### src/hdl/asr_defs.svh
/*
 * Constants of the converter sequencer: register indices, field positions,
 * reset values and timing counts.
 * Assumes inclusion by bare name from the package and the design files.
 */
// Overview of operation
// RULE1 - software waits 3 us after ladder enable
// RULE2 - result split: upper byte, two low bits
// RULE3 - fixed mode converts selected input 0..7
// RULE4 - scan codes sequence from input 0 or 4
// RULE5 - reset selects fixed input 0
// RULE6 - start by bit or trigger fall; busy set
// RULE7 - start bit during conversion restarts it
// RULE8 - trigger edges ignored while converting
// RULE9 - fixed single: once, end, idle, interrupt
// RULE10 - scan single: one scan, end, idle, interrupt
// RULE11 - fixed repeat: interrupt each or fourth
// RULE12 - scan repeat: interrupt per scan, stay busy
// RULE13 - repeat cleared: finish conversion then stop
// RULE14 - halt stops at once; repeat restarts
// RULE15 - one conversion takes 202 prescaler states
// RULE16 - fixed repeat rotates through pairs 0..3
// RULE17 - other modes store by input low bits
// RULE18 - stored flag set on store, cleared on read
// RULE19 - result read clears end flag
// RULE20 - end interrupt is one-cycle pulse
`ifndef ASR_DEFS_SVH
`define ASR_DEFS_SVH

// register indices; byte address is four times the index
`define ASR_IDX_LO0 12'h2a0
`define ASR_IDX_HI0 12'h2a1
`define ASR_IDX_LO1 12'h2a2
`define ASR_IDX_HI1 12'h2a3
`define ASR_IDX_LO2 12'h2a4
`define ASR_IDX_HI2 12'h2a5
`define ASR_IDX_LO3 12'h2a6
`define ASR_IDX_HI3 12'h2a7
`define ASR_IDX_MODE0 12'h2a8
`define ASR_IDX_MODE1 12'h2a9
`define ASR_IDX_BASE 12'h2a0

// first mode control register fields
`define ASR_M0_START 0
`define ASR_M0_SCAN 1
`define ASR_M0_REPEAT 2
`define ASR_M0_ITM 3
`define ASR_M0_BUSY 6
`define ASR_M0_EOC 7
// second mode control register fields
`define ASR_M1_CH_LSB 0
`define ASR_M1_TRIG 4
`define ASR_M1_IDLE_RUN 5
`define ASR_M1_LADDER 7

`define ASR_LO_ONES 5'h1f
`define ASR_CH_RESET 3'h0
`define ASR_LAST_ROT 2'h3
`define ASR_CONV_STATES 202
`define ASR_LADDER_SETTLE_US 3
`define ASR_CLK_MHZ 20

`endif

### src/hdl/asr_pkg.sv
/*
 * Types shared by the converter sequencer and its result memory.
 * Assumes the constants header is reachable by bare name.
 */
`include "asr_defs.svh"

package asr_pkg;

	typedef struct packed {
		logic psel;
		logic penable;
		logic pwrite;
		logic [11:0] paddr;
		logic [31:0] pwdata;
	} asr_apb_req_t;

	typedef struct packed {
		logic [31:0] prdata;
		logic pready;
		logic pslverr;
	} asr_apb_rsp_t;

	typedef enum logic [1:0] {
		ASR_IDLE = 2'b00,
		ASR_CONV = 2'b01,
		ASR_HALTED = 2'b10
	} asr_state_t;

	typedef struct packed {
		logic we;
		logic [1:0] waddr;
		logic [9:0] wdata;
		logic [1:0] raddr;
	} asr_mem_req_t;

	// software ladder settle time in cycles: microseconds times clock MHz
	localparam int ASR_SETTLE_CYC =
		`ASR_LADDER_SETTLE_US * `ASR_CLK_MHZ;

endpackage

### src/hdl/asr_result_mem.sv
/*
 * Four-word result store of the converter, one word per result pair.
 * Assumes one write and one read port; read data are registered.
 */
`timescale 1ns/100ps

module asr_result_mem #(
	parameter int WIDTH = 10,
	parameter int DEPTH = 4
) (
	input wire logic clk_i,
	input wire logic rst_i,
	input wire asr_pkg::asr_mem_req_t req_i,
	output logic [WIDTH-1:0] rdata_o
);
	import asr_pkg::*;

	typedef struct packed {
		logic [DEPTH-1:0][WIDTH-1:0] word;
		logic [WIDTH-1:0] q;
	} asr_mem_st_t;

	asr_mem_st_t st_reg;
	asr_mem_st_t st_next;

	always_comb begin
		st_next = st_reg;
		if (req_i.we) begin
			st_next.word[req_i.waddr] = req_i.wdata[WIDTH-1:0];
		end
		// read sees the old word on a same-cycle write
		st_next.q = st_reg.word[req_i.raddr];
	end

	always_ff @(posedge clk_i or posedge rst_i) begin
		if (rst_i) begin
			st_reg <= '0;
		end else begin
			st_reg <= st_next;
		end
	end

	assign rdata_o = st_reg.q;

endmodule

### src/hdl/asr_seq.sv
/*
 * Converter sequencer and result bank: mode registers, channel
 * sequencing, conversion timing, result storage and read-clear flags,
 * reached over an APB slave.
 * Assumes the comparator result arrives on conv_data_i and is valid when
 * a conversion ends, and that halt inputs and the trigger pin are
 * synchronous to clk_i.
 */
// Design decision made here: the APB slave port.
`timescale 1ns/100ps
`include "asr_defs.svh"

module asr_seq #(
	parameter int PRESC_DIV = 1,
	parameter int CONV_STATES = `ASR_CONV_STATES
) (
	input wire logic clk_i,
	input wire logic rst_i,
	input wire asr_pkg::asr_apb_req_t apb_i,
	output asr_pkg::asr_apb_rsp_t apb_o,
	input wire logic [9:0] conv_data_i,
	input wire logic ext_trigger_pin_n_i,
	input wire logic light_halt_mode_i,
	input wire logic medium_halt_mode_i,
	input wire logic deep_halt_mode_i,
	output logic [2:0] active_channel_o,
	output logic ref_ladder_enable_o,
	output logic conv_end_irq_o
);
	import asr_pkg::*;

	typedef struct packed {
		asr_state_t state;
		logic scan;
		logic repeat_sel;
		logic itm;
		logic busy;
		logic eoc;
		logic [2:0] chsel;
		logic trig_en;
		logic idle_run;
		logic ladder;
		logic run_repeat;
		logic [2:0] ch;
		logic [1:0] rot;
		logic [3:0] stored;
		logic [15:0] presc;
		logic [7:0] states;
		logic trig_prev;
		logic irq;
		logic [31:0] prdata;
		logic pready;
		logic pslverr;
	} asr_st_t;

	asr_st_t st_reg;
	asr_st_t st_next;
	asr_mem_req_t mem_req;
	logic [9:0] mem_q;

	function automatic logic [11:0] reg_index(input logic [11:0] addr);
		reg_index = {2'b00, addr[11:2]};
	endfunction

	function automatic logic is_result(input logic [11:0] idx);
		is_result = (idx >= `ASR_IDX_LO0) && (idx <= `ASR_IDX_HI3);
	endfunction

	function automatic logic [1:0] pair_of(input logic [11:0] idx);
		logic [11:0] off;
		off = idx - `ASR_IDX_BASE;
		pair_of = off[2:1];
	endfunction

	function automatic logic [2:0] first_ch(input logic scan,
		input logic [2:0] sel);
		first_ch = scan ? {sel[2], 2'b00} : sel; // RULE3 RULE4
	endfunction

	asr_result_mem #(
		.WIDTH(10),
		.DEPTH(4)
	) u_mem (
		.clk_i(clk_i),
		.rst_i(rst_i),
		.req_i(mem_req),
		.rdata_o(mem_q)
	);

	logic [11:0] idx;
	logic access;
	logic done_xfer;
	logic wr_done;
	logic rd_done;
	logic start_sw;
	logic trig_fall;
	logic halt_now;
	logic tick;
	logic conv_done;
	logic last_in_scan;
	logic [1:0] store_pair;
	logic mapped;

	always_comb begin
		idx = reg_index(apb_i.paddr);
		access = apb_i.psel && apb_i.penable;
		done_xfer = access && st_reg.pready;
		wr_done = done_xfer && apb_i.pwrite;
		rd_done = done_xfer && !apb_i.pwrite;
		mapped = is_result(idx) || (idx == `ASR_IDX_MODE0) ||
			(idx == `ASR_IDX_MODE1);
		start_sw = wr_done && (idx == `ASR_IDX_MODE0) &&
			apb_i.pwdata[`ASR_M0_START];
		// RULE8: no edge accepted while a conversion runs
		trig_fall = st_reg.trig_en && st_reg.trig_prev &&
			!ext_trigger_pin_n_i && (st_reg.state != ASR_CONV);
		halt_now = deep_halt_mode_i || medium_halt_mode_i ||
			(light_halt_mode_i && !st_reg.idle_run); // RULE14
		tick = (st_reg.presc == 16'(PRESC_DIV - 1));
		conv_done = (st_reg.state == ASR_CONV) && tick &&
			(st_reg.states == 8'(CONV_STATES - 1)); // RULE15
		last_in_scan = !st_reg.scan ||
			(st_reg.ch[1:0] == st_reg.chsel[1:0]);
		// RULE16 RULE17
		store_pair = (st_reg.run_repeat && !st_reg.scan) ?
			st_reg.rot : st_reg.ch[1:0];
		mem_req.we = conv_done;
		mem_req.waddr = store_pair;
		mem_req.wdata = conv_data_i;
		mem_req.raddr = pair_of(idx);
	end

	always_comb begin
		st_next = st_reg;
		st_next.trig_prev = ext_trigger_pin_n_i;
		st_next.irq = 1'b0; // RULE20
		st_next.pready = 1'b0;
		// error flag stands only beside its pready
		st_next.pslverr = 1'b0;

		// bus answer: one wait cycle, then pready for one cycle
		if (access && !st_reg.pready) begin
			st_next.pready = 1'b1;
			st_next.pslverr = !mapped;
			st_next.prdata = '0;
			if (is_result(idx)) begin
				if (idx[0] == (`ASR_IDX_HI0 & 12'h1)) begin
					st_next.prdata[7:0] = mem_q[9:2]; // RULE2
				end else begin
					st_next.prdata[7:0] = {mem_q[1:0], `ASR_LO_ONES,
						st_reg.stored[pair_of(idx)]}; // RULE2
				end
			end else if (idx == `ASR_IDX_MODE0) begin
				st_next.prdata[`ASR_M0_SCAN] = st_reg.scan;
				st_next.prdata[`ASR_M0_REPEAT] = st_reg.repeat_sel;
				st_next.prdata[`ASR_M0_ITM] = st_reg.itm;
				st_next.prdata[`ASR_M0_BUSY] = st_reg.busy;
				st_next.prdata[`ASR_M0_EOC] = st_reg.eoc;
			end else if (idx == `ASR_IDX_MODE1) begin
				st_next.prdata[`ASR_M1_CH_LSB+:3] = st_reg.chsel;
				st_next.prdata[`ASR_M1_TRIG] = st_reg.trig_en;
				st_next.prdata[`ASR_M1_IDLE_RUN] = st_reg.idle_run;
				st_next.prdata[`ASR_M1_LADDER] = st_reg.ladder;
			end
		end

		// read side effects; a same-cycle store wins below
		if (rd_done && is_result(idx)) begin
			st_next.stored[pair_of(idx)] = 1'b0; // RULE18
			st_next.eoc = 1'b0; // RULE19
		end

		if (wr_done && idx == `ASR_IDX_MODE0) begin
			st_next.scan = apb_i.pwdata[`ASR_M0_SCAN];
			st_next.repeat_sel = apb_i.pwdata[`ASR_M0_REPEAT];
			st_next.itm = apb_i.pwdata[`ASR_M0_ITM];
		end
		if (wr_done && idx == `ASR_IDX_MODE1) begin
			st_next.chsel = apb_i.pwdata[`ASR_M1_CH_LSB+:3];
			st_next.trig_en = apb_i.pwdata[`ASR_M1_TRIG];
			st_next.idle_run = apb_i.pwdata[`ASR_M1_IDLE_RUN];
			// RULE1: settle wait before start is software's job
			st_next.ladder = apb_i.pwdata[`ASR_M1_LADDER];
		end

		// prescaler state divider
		if (st_reg.state == ASR_CONV) begin
			st_next.presc = tick ? '0 : st_reg.presc + 16'h0001;
			if (tick) begin
				st_next.states = st_reg.states + 8'h01;
			end
		end

		unique case (st_reg.state)
			ASR_IDLE: begin
			end
			ASR_CONV: begin
				if (conv_done) begin
					st_next.states = '0;
					st_next.stored[store_pair] = 1'b1; // RULE18
					st_next.rot = st_reg.rot + 2'h1; // RULE16
					if (st_reg.run_repeat && !st_reg.repeat_sel) begin
						// RULE13: this conversion ends the run
						st_next.eoc = 1'b1;
						st_next.busy = 1'b0;
						st_next.irq = 1'b1;
						st_next.state = ASR_IDLE;
					end else if (!st_reg.run_repeat) begin
						if (last_in_scan) begin
							st_next.eoc = 1'b1; // RULE9 RULE10
							st_next.busy = 1'b0;
							st_next.irq = 1'b1;
							st_next.state = ASR_IDLE;
						end else begin
							st_next.ch = st_reg.ch + 3'h1; // RULE4
						end
					end else if (st_reg.scan) begin
						if (last_in_scan) begin
							st_next.eoc = 1'b1; // RULE12
							st_next.irq = 1'b1;
							st_next.ch = first_ch(1'b1, st_reg.chsel);
						end else begin
							st_next.ch = st_reg.ch + 3'h1;
						end
					end else begin
						st_next.eoc = 1'b1; // RULE11
						st_next.irq = !st_reg.itm ||
							(st_reg.rot == `ASR_LAST_ROT);
					end
				end
				if (halt_now) begin
					// RULE14: abort now; repeat waits for release
					st_next.presc = '0;
					st_next.states = '0;
					// an aborted conversion raises no request
					st_next.irq = 1'b0;
					st_next.state = st_reg.run_repeat ?
						ASR_HALTED : ASR_IDLE;
					st_next.busy = st_reg.run_repeat;
				end
			end
			ASR_HALTED: begin
				if (!halt_now) begin
					// RULE14: repeat restarts from the beginning
					st_next.state = ASR_CONV;
					st_next.ch = first_ch(st_reg.scan, st_reg.chsel);
					st_next.rot = '0;
				end
			end
			default: begin
				st_next.state = ASR_IDLE;
				st_next.busy = 1'b0;
			end
		endcase

		// stores win over read clears: flag set above follows reads
		if (conv_done) begin
			st_next.stored[store_pair] = 1'b1;
		end

		// RULE6 RULE7: software start also restarts a running one
		if ((start_sw || trig_fall) && !halt_now) begin
			st_next.state = ASR_CONV;
			st_next.busy = 1'b1;
			st_next.run_repeat = start_sw ?
				apb_i.pwdata[`ASR_M0_REPEAT] : st_reg.repeat_sel;
			st_next.ch = start_sw ?
				first_ch(apb_i.pwdata[`ASR_M0_SCAN],
				st_reg.chsel) : first_ch(st_reg.scan, st_reg.chsel);
			st_next.rot = '0;
			st_next.presc = '0;
			st_next.states = '0;
		end
		if (start_sw) begin
			st_next.scan = apb_i.pwdata[`ASR_M0_SCAN];
			st_next.repeat_sel = apb_i.pwdata[`ASR_M0_REPEAT];
		end
	end

	always_ff @(posedge clk_i or posedge rst_i) begin
		if (rst_i) begin
			st_reg <= '0;
			st_reg.state <= ASR_IDLE;
			st_reg.scan <= 1'b0; // RULE5
			st_reg.chsel <= `ASR_CH_RESET; // RULE5
			st_reg.trig_prev <= 1'b1;
		end else begin
			st_reg <= st_next;
		end
	end

	always_comb begin
		apb_o.prdata = st_reg.prdata;
		apb_o.pready = st_reg.pready;
		apb_o.pslverr = st_reg.pslverr;
		active_channel_o = st_reg.ch;
		ref_ladder_enable_o = st_reg.ladder;
		conv_end_irq_o = st_reg.irq;
	end

endmodule

### config.mk
export PLATFORM = sky130hd
export DESIGN_NAME = asr_seq
export DESIGN_NICKNAME = d
export VERILOG_FILES = /design/src/hdl/asr_pkg.sv /design/src/hdl/asr_result_mem.sv /design/src/hdl/asr_seq.sv
export VERILOG_INCLUDE_DIRS = /design/src /design/src/hdl
export SDC_FILE = /design/constraint.sdc
export NUM_CORES = 1
export LEC_CHECK = 0
export ABC_AREA = 1
export BUFFER_PORTS_ARGS = -buffer_cell sky130_fd_sc_hd__clkbuf_2
export CORE_ASPECT_RATIO = 0.7
export CORE_UTILIZATION = 58
export CTS_BUF_LIST = sky130_fd_sc_hd__clkbuf_8
export CTS_CLUSTER_DIAMETER = 50
export DETAILED_ROUTE_END_ITERATION = 12
export PLACE_DENSITY = 0.82
export SETUP_SLACK_MARGIN = 0.3
export SYNTH_ARGS = -nofsm -noshare
export SYNTH_HDL_FRONTEND = slang
export SYNTH_SLANG_ARGS = --single-unit
### constraint.sdc
create_clock -name clk_i -period 4.1 [get_ports clk_i]
set_input_delay 0 -clock clk_i [delete_from_list [all_inputs] [get_ports clk_i]]
set_output_delay 0 -clock clk_i [all_outputs]
set_load 0.005 [all_outputs]
==> run summary <==
CP delay by family, top = simple AND/OR/NAND/NOR gates
Max incr delay on CP = 490 ps
Placed instance count = 823
Achievable frequency = 404 MHz
FF-to-FF Start = st_reg[82]$_DFFE_PP0P_
Instance count on the critical path = 13
Share of layout cells above drive strength 1 = 0.184
Total power per unit cell area = 304 nW/µm²
Die area = 10400 µm²
Die H = 85.8 µm
Hold Path Stages = 5
Number of max-slew violations in the final report = 0
Fin Setup TNS = 0 ps
Path class of the lowest-slack min-delay path = input pin to register
Buffer levels on the longest clock path = 2
Hold Vio Cnt, Final = 0
Total leakage power = 3.13 nW
Cell taking the most area after synthesis = sky130_fd_sc_hd__dfrtp_1
Ys Warns = 0
Initial drt markers = 508
Number of diodes = 0
Critical path start-end classification = register to register
Total I/O pin count = 102
Inserted Clock Buffers = 9
Result of the run = finished, final reports clean
Arrival time of data at the critical path endpoint = 2760 ps
Root Buffer = sky130_fd_sc_hd__clkbuf_8
Width of the die = 122 µm
Placed standard-cell area = 5910 µm²
Period utilization = 0.603
Global-route usage over all layers = 0.252
Max-capacitance violation count = 0
Iteration count of the initial detailed-routing pass = 6
Series of cell instances along the critical path = inv_1, ha_1, nor2_1, nand3_1, nand2_2, nand2_2, clkinv_1, nor2_1, nand2_1, nand2_1, inv_1, nand2_1, nand2_1
Final Hold Slack = 14.1 ps
# rows = 30
Endpoint kind of the worst setup timing path = register
Antenna viol nets, final = 0
Finished Layout Cells = 863
Netlist area before placement = 5810 µm²
Critical hold path startpoint = apb_i[34]
Critical-path top delay cell = sky130_fd_sc_hd__ha_1
Worst setup slack for register-to-register paths = 1630 ps
Post-layout nets = 802
HPWL after DPL = 8.46 mm
Critical path startpoint category = register
Port Buffer Count = 50
Cell repeated most along the worst path = sky130_fd_sc_hd__nand2_1
Setup repair after global routing missed its margin = no
Post-detailed-route DRC marker count = 0
Maximum number of pins on one net before global-route repair = 64
DR vias/cell = 5.56
Post-synthesis sequential area ratio = 0.469
Clock tree from TritonCTS = done
Effective utilization at floorplan = 0.598
Grt ovf = 0
Crit path time final = 2470 ps
Post-synthesis register bit count = 109
Routed wire length = 12.4 mm
Vias in the first global route = 4394
Layout area overhead = 9.66%
Routed via count = 4796
Clk pin slew, worst setup/hold paths = 120 ps
End-of-flow core utilization = 0.656
Length in cells of the worst reg-to-reg path = 13
Layout filler cell count = 784
Gpl congestion = 0.859
Final clock skew = 19.3 ps
Clk_lat worst skew = 390 ps
Worst slew margin = 0.287
Transition time of the tightest slew-check pin = 1070 ps
# H-tree levels = 3
Routed WL per cell = 14.4 µm
Maximum ir drop on the vdd rail = 0.185 mV
Standard cell core area = 9720 µm²
Total buffers and inverters traversed by the critical path = 3
Average size of a mapped cell = 8.62 µm²
Synthesized instance count = 674
Largest fanout of any net on the critical path = 12
Clock tree sinks = 109
Number of antenna violations at the first check in global routing = 0
Required time at the worst-slack endpoint = 4390 ps
Finish-stage setup viols = 0
Largest register FFs = 44
Global-route wire length before repair = 20.3 mm
Portion of synthesized cell area occupied by the leading cell type = 0.465
Worst setup path startpoint = st_reg[82]$_DFFE_PP0P_
Cell types occupying the most area after synthesis = sky130_fd_sc_hd__dfrtp_1 (46%), sky130_fd_sc_hd__nand2_1 (9.6%), sky130_fd_sc_hd__buf_4 (4.9%)
Library cells used by synthesis = 46
Finished Cell Area = 6370 µm²
placed cells by master, fill, tap and decap left out, drive strengths merged, types with 2 or more instances in the layout:
cell         count
mux2             3
xnor2            6
inv             69
clkinv           6
conb            24
dfrtp          108
a211oi           2
o21ai           65
nand3           42
nand4            9
nor2            70
a21oi           11
nor3             9
a22oi           16
o311ai           2
xor2            10
o211ai           4
o31ai            3
clkbuf          59
or2              3
nand3b           2
nand2          165
a31oi            6
nor4             3
ha               9
dlygate4sd3     24
cell usage after synthesis (all sizes together):
master / number
a211oi: 2
a21oi: 11
a22oi: 16
a31oi: 6
and3: 1
buf: 48
clkbuf: 5
clkinv: 3
conb: 1
dfrtp: 108
dfstp: 1
ha: 9
inv: 65
mux2: 3
nand2: 165
nand3: 42
nand3b: 2
nand4: 9
nor2: 70
nor3: 9
nor3b: 1
nor4: 3
o211ai: 4
o21a: 1
o21ai: 65
o311ai: 2
o31ai: 3
or2: 3
xnor2: 6
xor2: 10
stage by stage:
step | power [mW] | setup WS, ps
2_1_floorplan | 1.22 | 1230
3_3_place_gp | 1.24 | 1780
3_5_place_dp | 1.24 | 1740
4_1_cts | 1.95 | 1700
5_1_grt | 2.00 | 1450
6_report | 1.94 | 1630
cell families after synthesis:
group / count (synthesis) / synth area share
other: 1 / 0.000645
adders and majority gates: 9 / 0.0194
muxes: 3 / 0.00581
buffers and inverters: 121 / 0.115
xor gates and xnor gates: 16 / 0.0241
and+or+nand+nor: 305 / 0.244
DFF: 109 / 0.469
AOI/OAI and AO/OA: 110 / 0.121
worst register-to-register path, cell delays in order (launching register included):
cell and delay [ps]:
sky130_fd_sc_hd__dfrtp_1 430, sky130_fd_sc_hd__inv_1 90, sky130_fd_sc_hd__ha_1 490, sky130_fd_sc_hd__nor2_1 100, sky130_fd_sc_hd__nand3_1 100, sky130_fd_sc_hd__nand2_2 80
sky130_fd_sc_hd__nand2_2 220, sky130_fd_sc_hd__clkinv_1 320, sky130_fd_sc_hd__nor2_1 270, sky130_fd_sc_hd__nand2_1 80, sky130_fd_sc_hd__nand2_1 60, sky130_fd_sc_hd__inv_1 30
sky130_fd_sc_hd__nand2_1 60, sky130_fd_sc_hd__nand2_1 50
worst paths after layout:
path / to
min in group asynchronous: u_mem.st_reg[26]$_DFFE_PP0P_
setup reg to reg: active_channel_o[2]$_DFFE_PP0P_
hold / removal: apb_o[8]$_DFFE_PP0P_
hold reg to reg: apb_o[4]$_DFFE_PP0P_
max in group asynchronous: u_mem.st_reg[18]$_DFFE_PP0P_
setup / recovery: active_channel_o[2]$_DFFE_PP0P_
report_power, final:
part / internal (mW) / leakage (nW) / switching (mW) / total [mW]
combinational: 0.0513 / 1.82 / 0.0857 / 0.137
clock: 0.259 / 0.111 / 0.434 / 0.693
sequential: 1.09 / 1.21 / 0.0117 / 1.11
per-layer routing:
layer / wire (µm) / track usage / vias up
met5: 0 / 0 / -
met1: 5550 / 0.351 / 2279
met4: 256 / 0.0786 / 0
met3: 1050 / 0.0578 / 35
li1: - / - / 2246
met2: 5540 / 0.394 / 236
area by class of cell:
class | count | area [µm²] | share of cell area
multi-input cells | 467 | 2500 | 0.393
repair buffers | 75 | 498 | 0.0781
flip-flops and latches | 109 | 2730 | 0.428
well taps | 128 | 160 | 0.0251
clock buffers | 9 | 124 | 0.0194
clock inverters | 7 | 101 | 0.0159
inverters | 68 | 260 | 0.0408
repair_timing:
action	in CTS	in global routing
resized for setup	0	0
setup endpoints to repair	0	0
setup buffers	0	0
hold endpoints to repair	115	0
hold buffers	24	0
(Power assumes the default switching activity.)
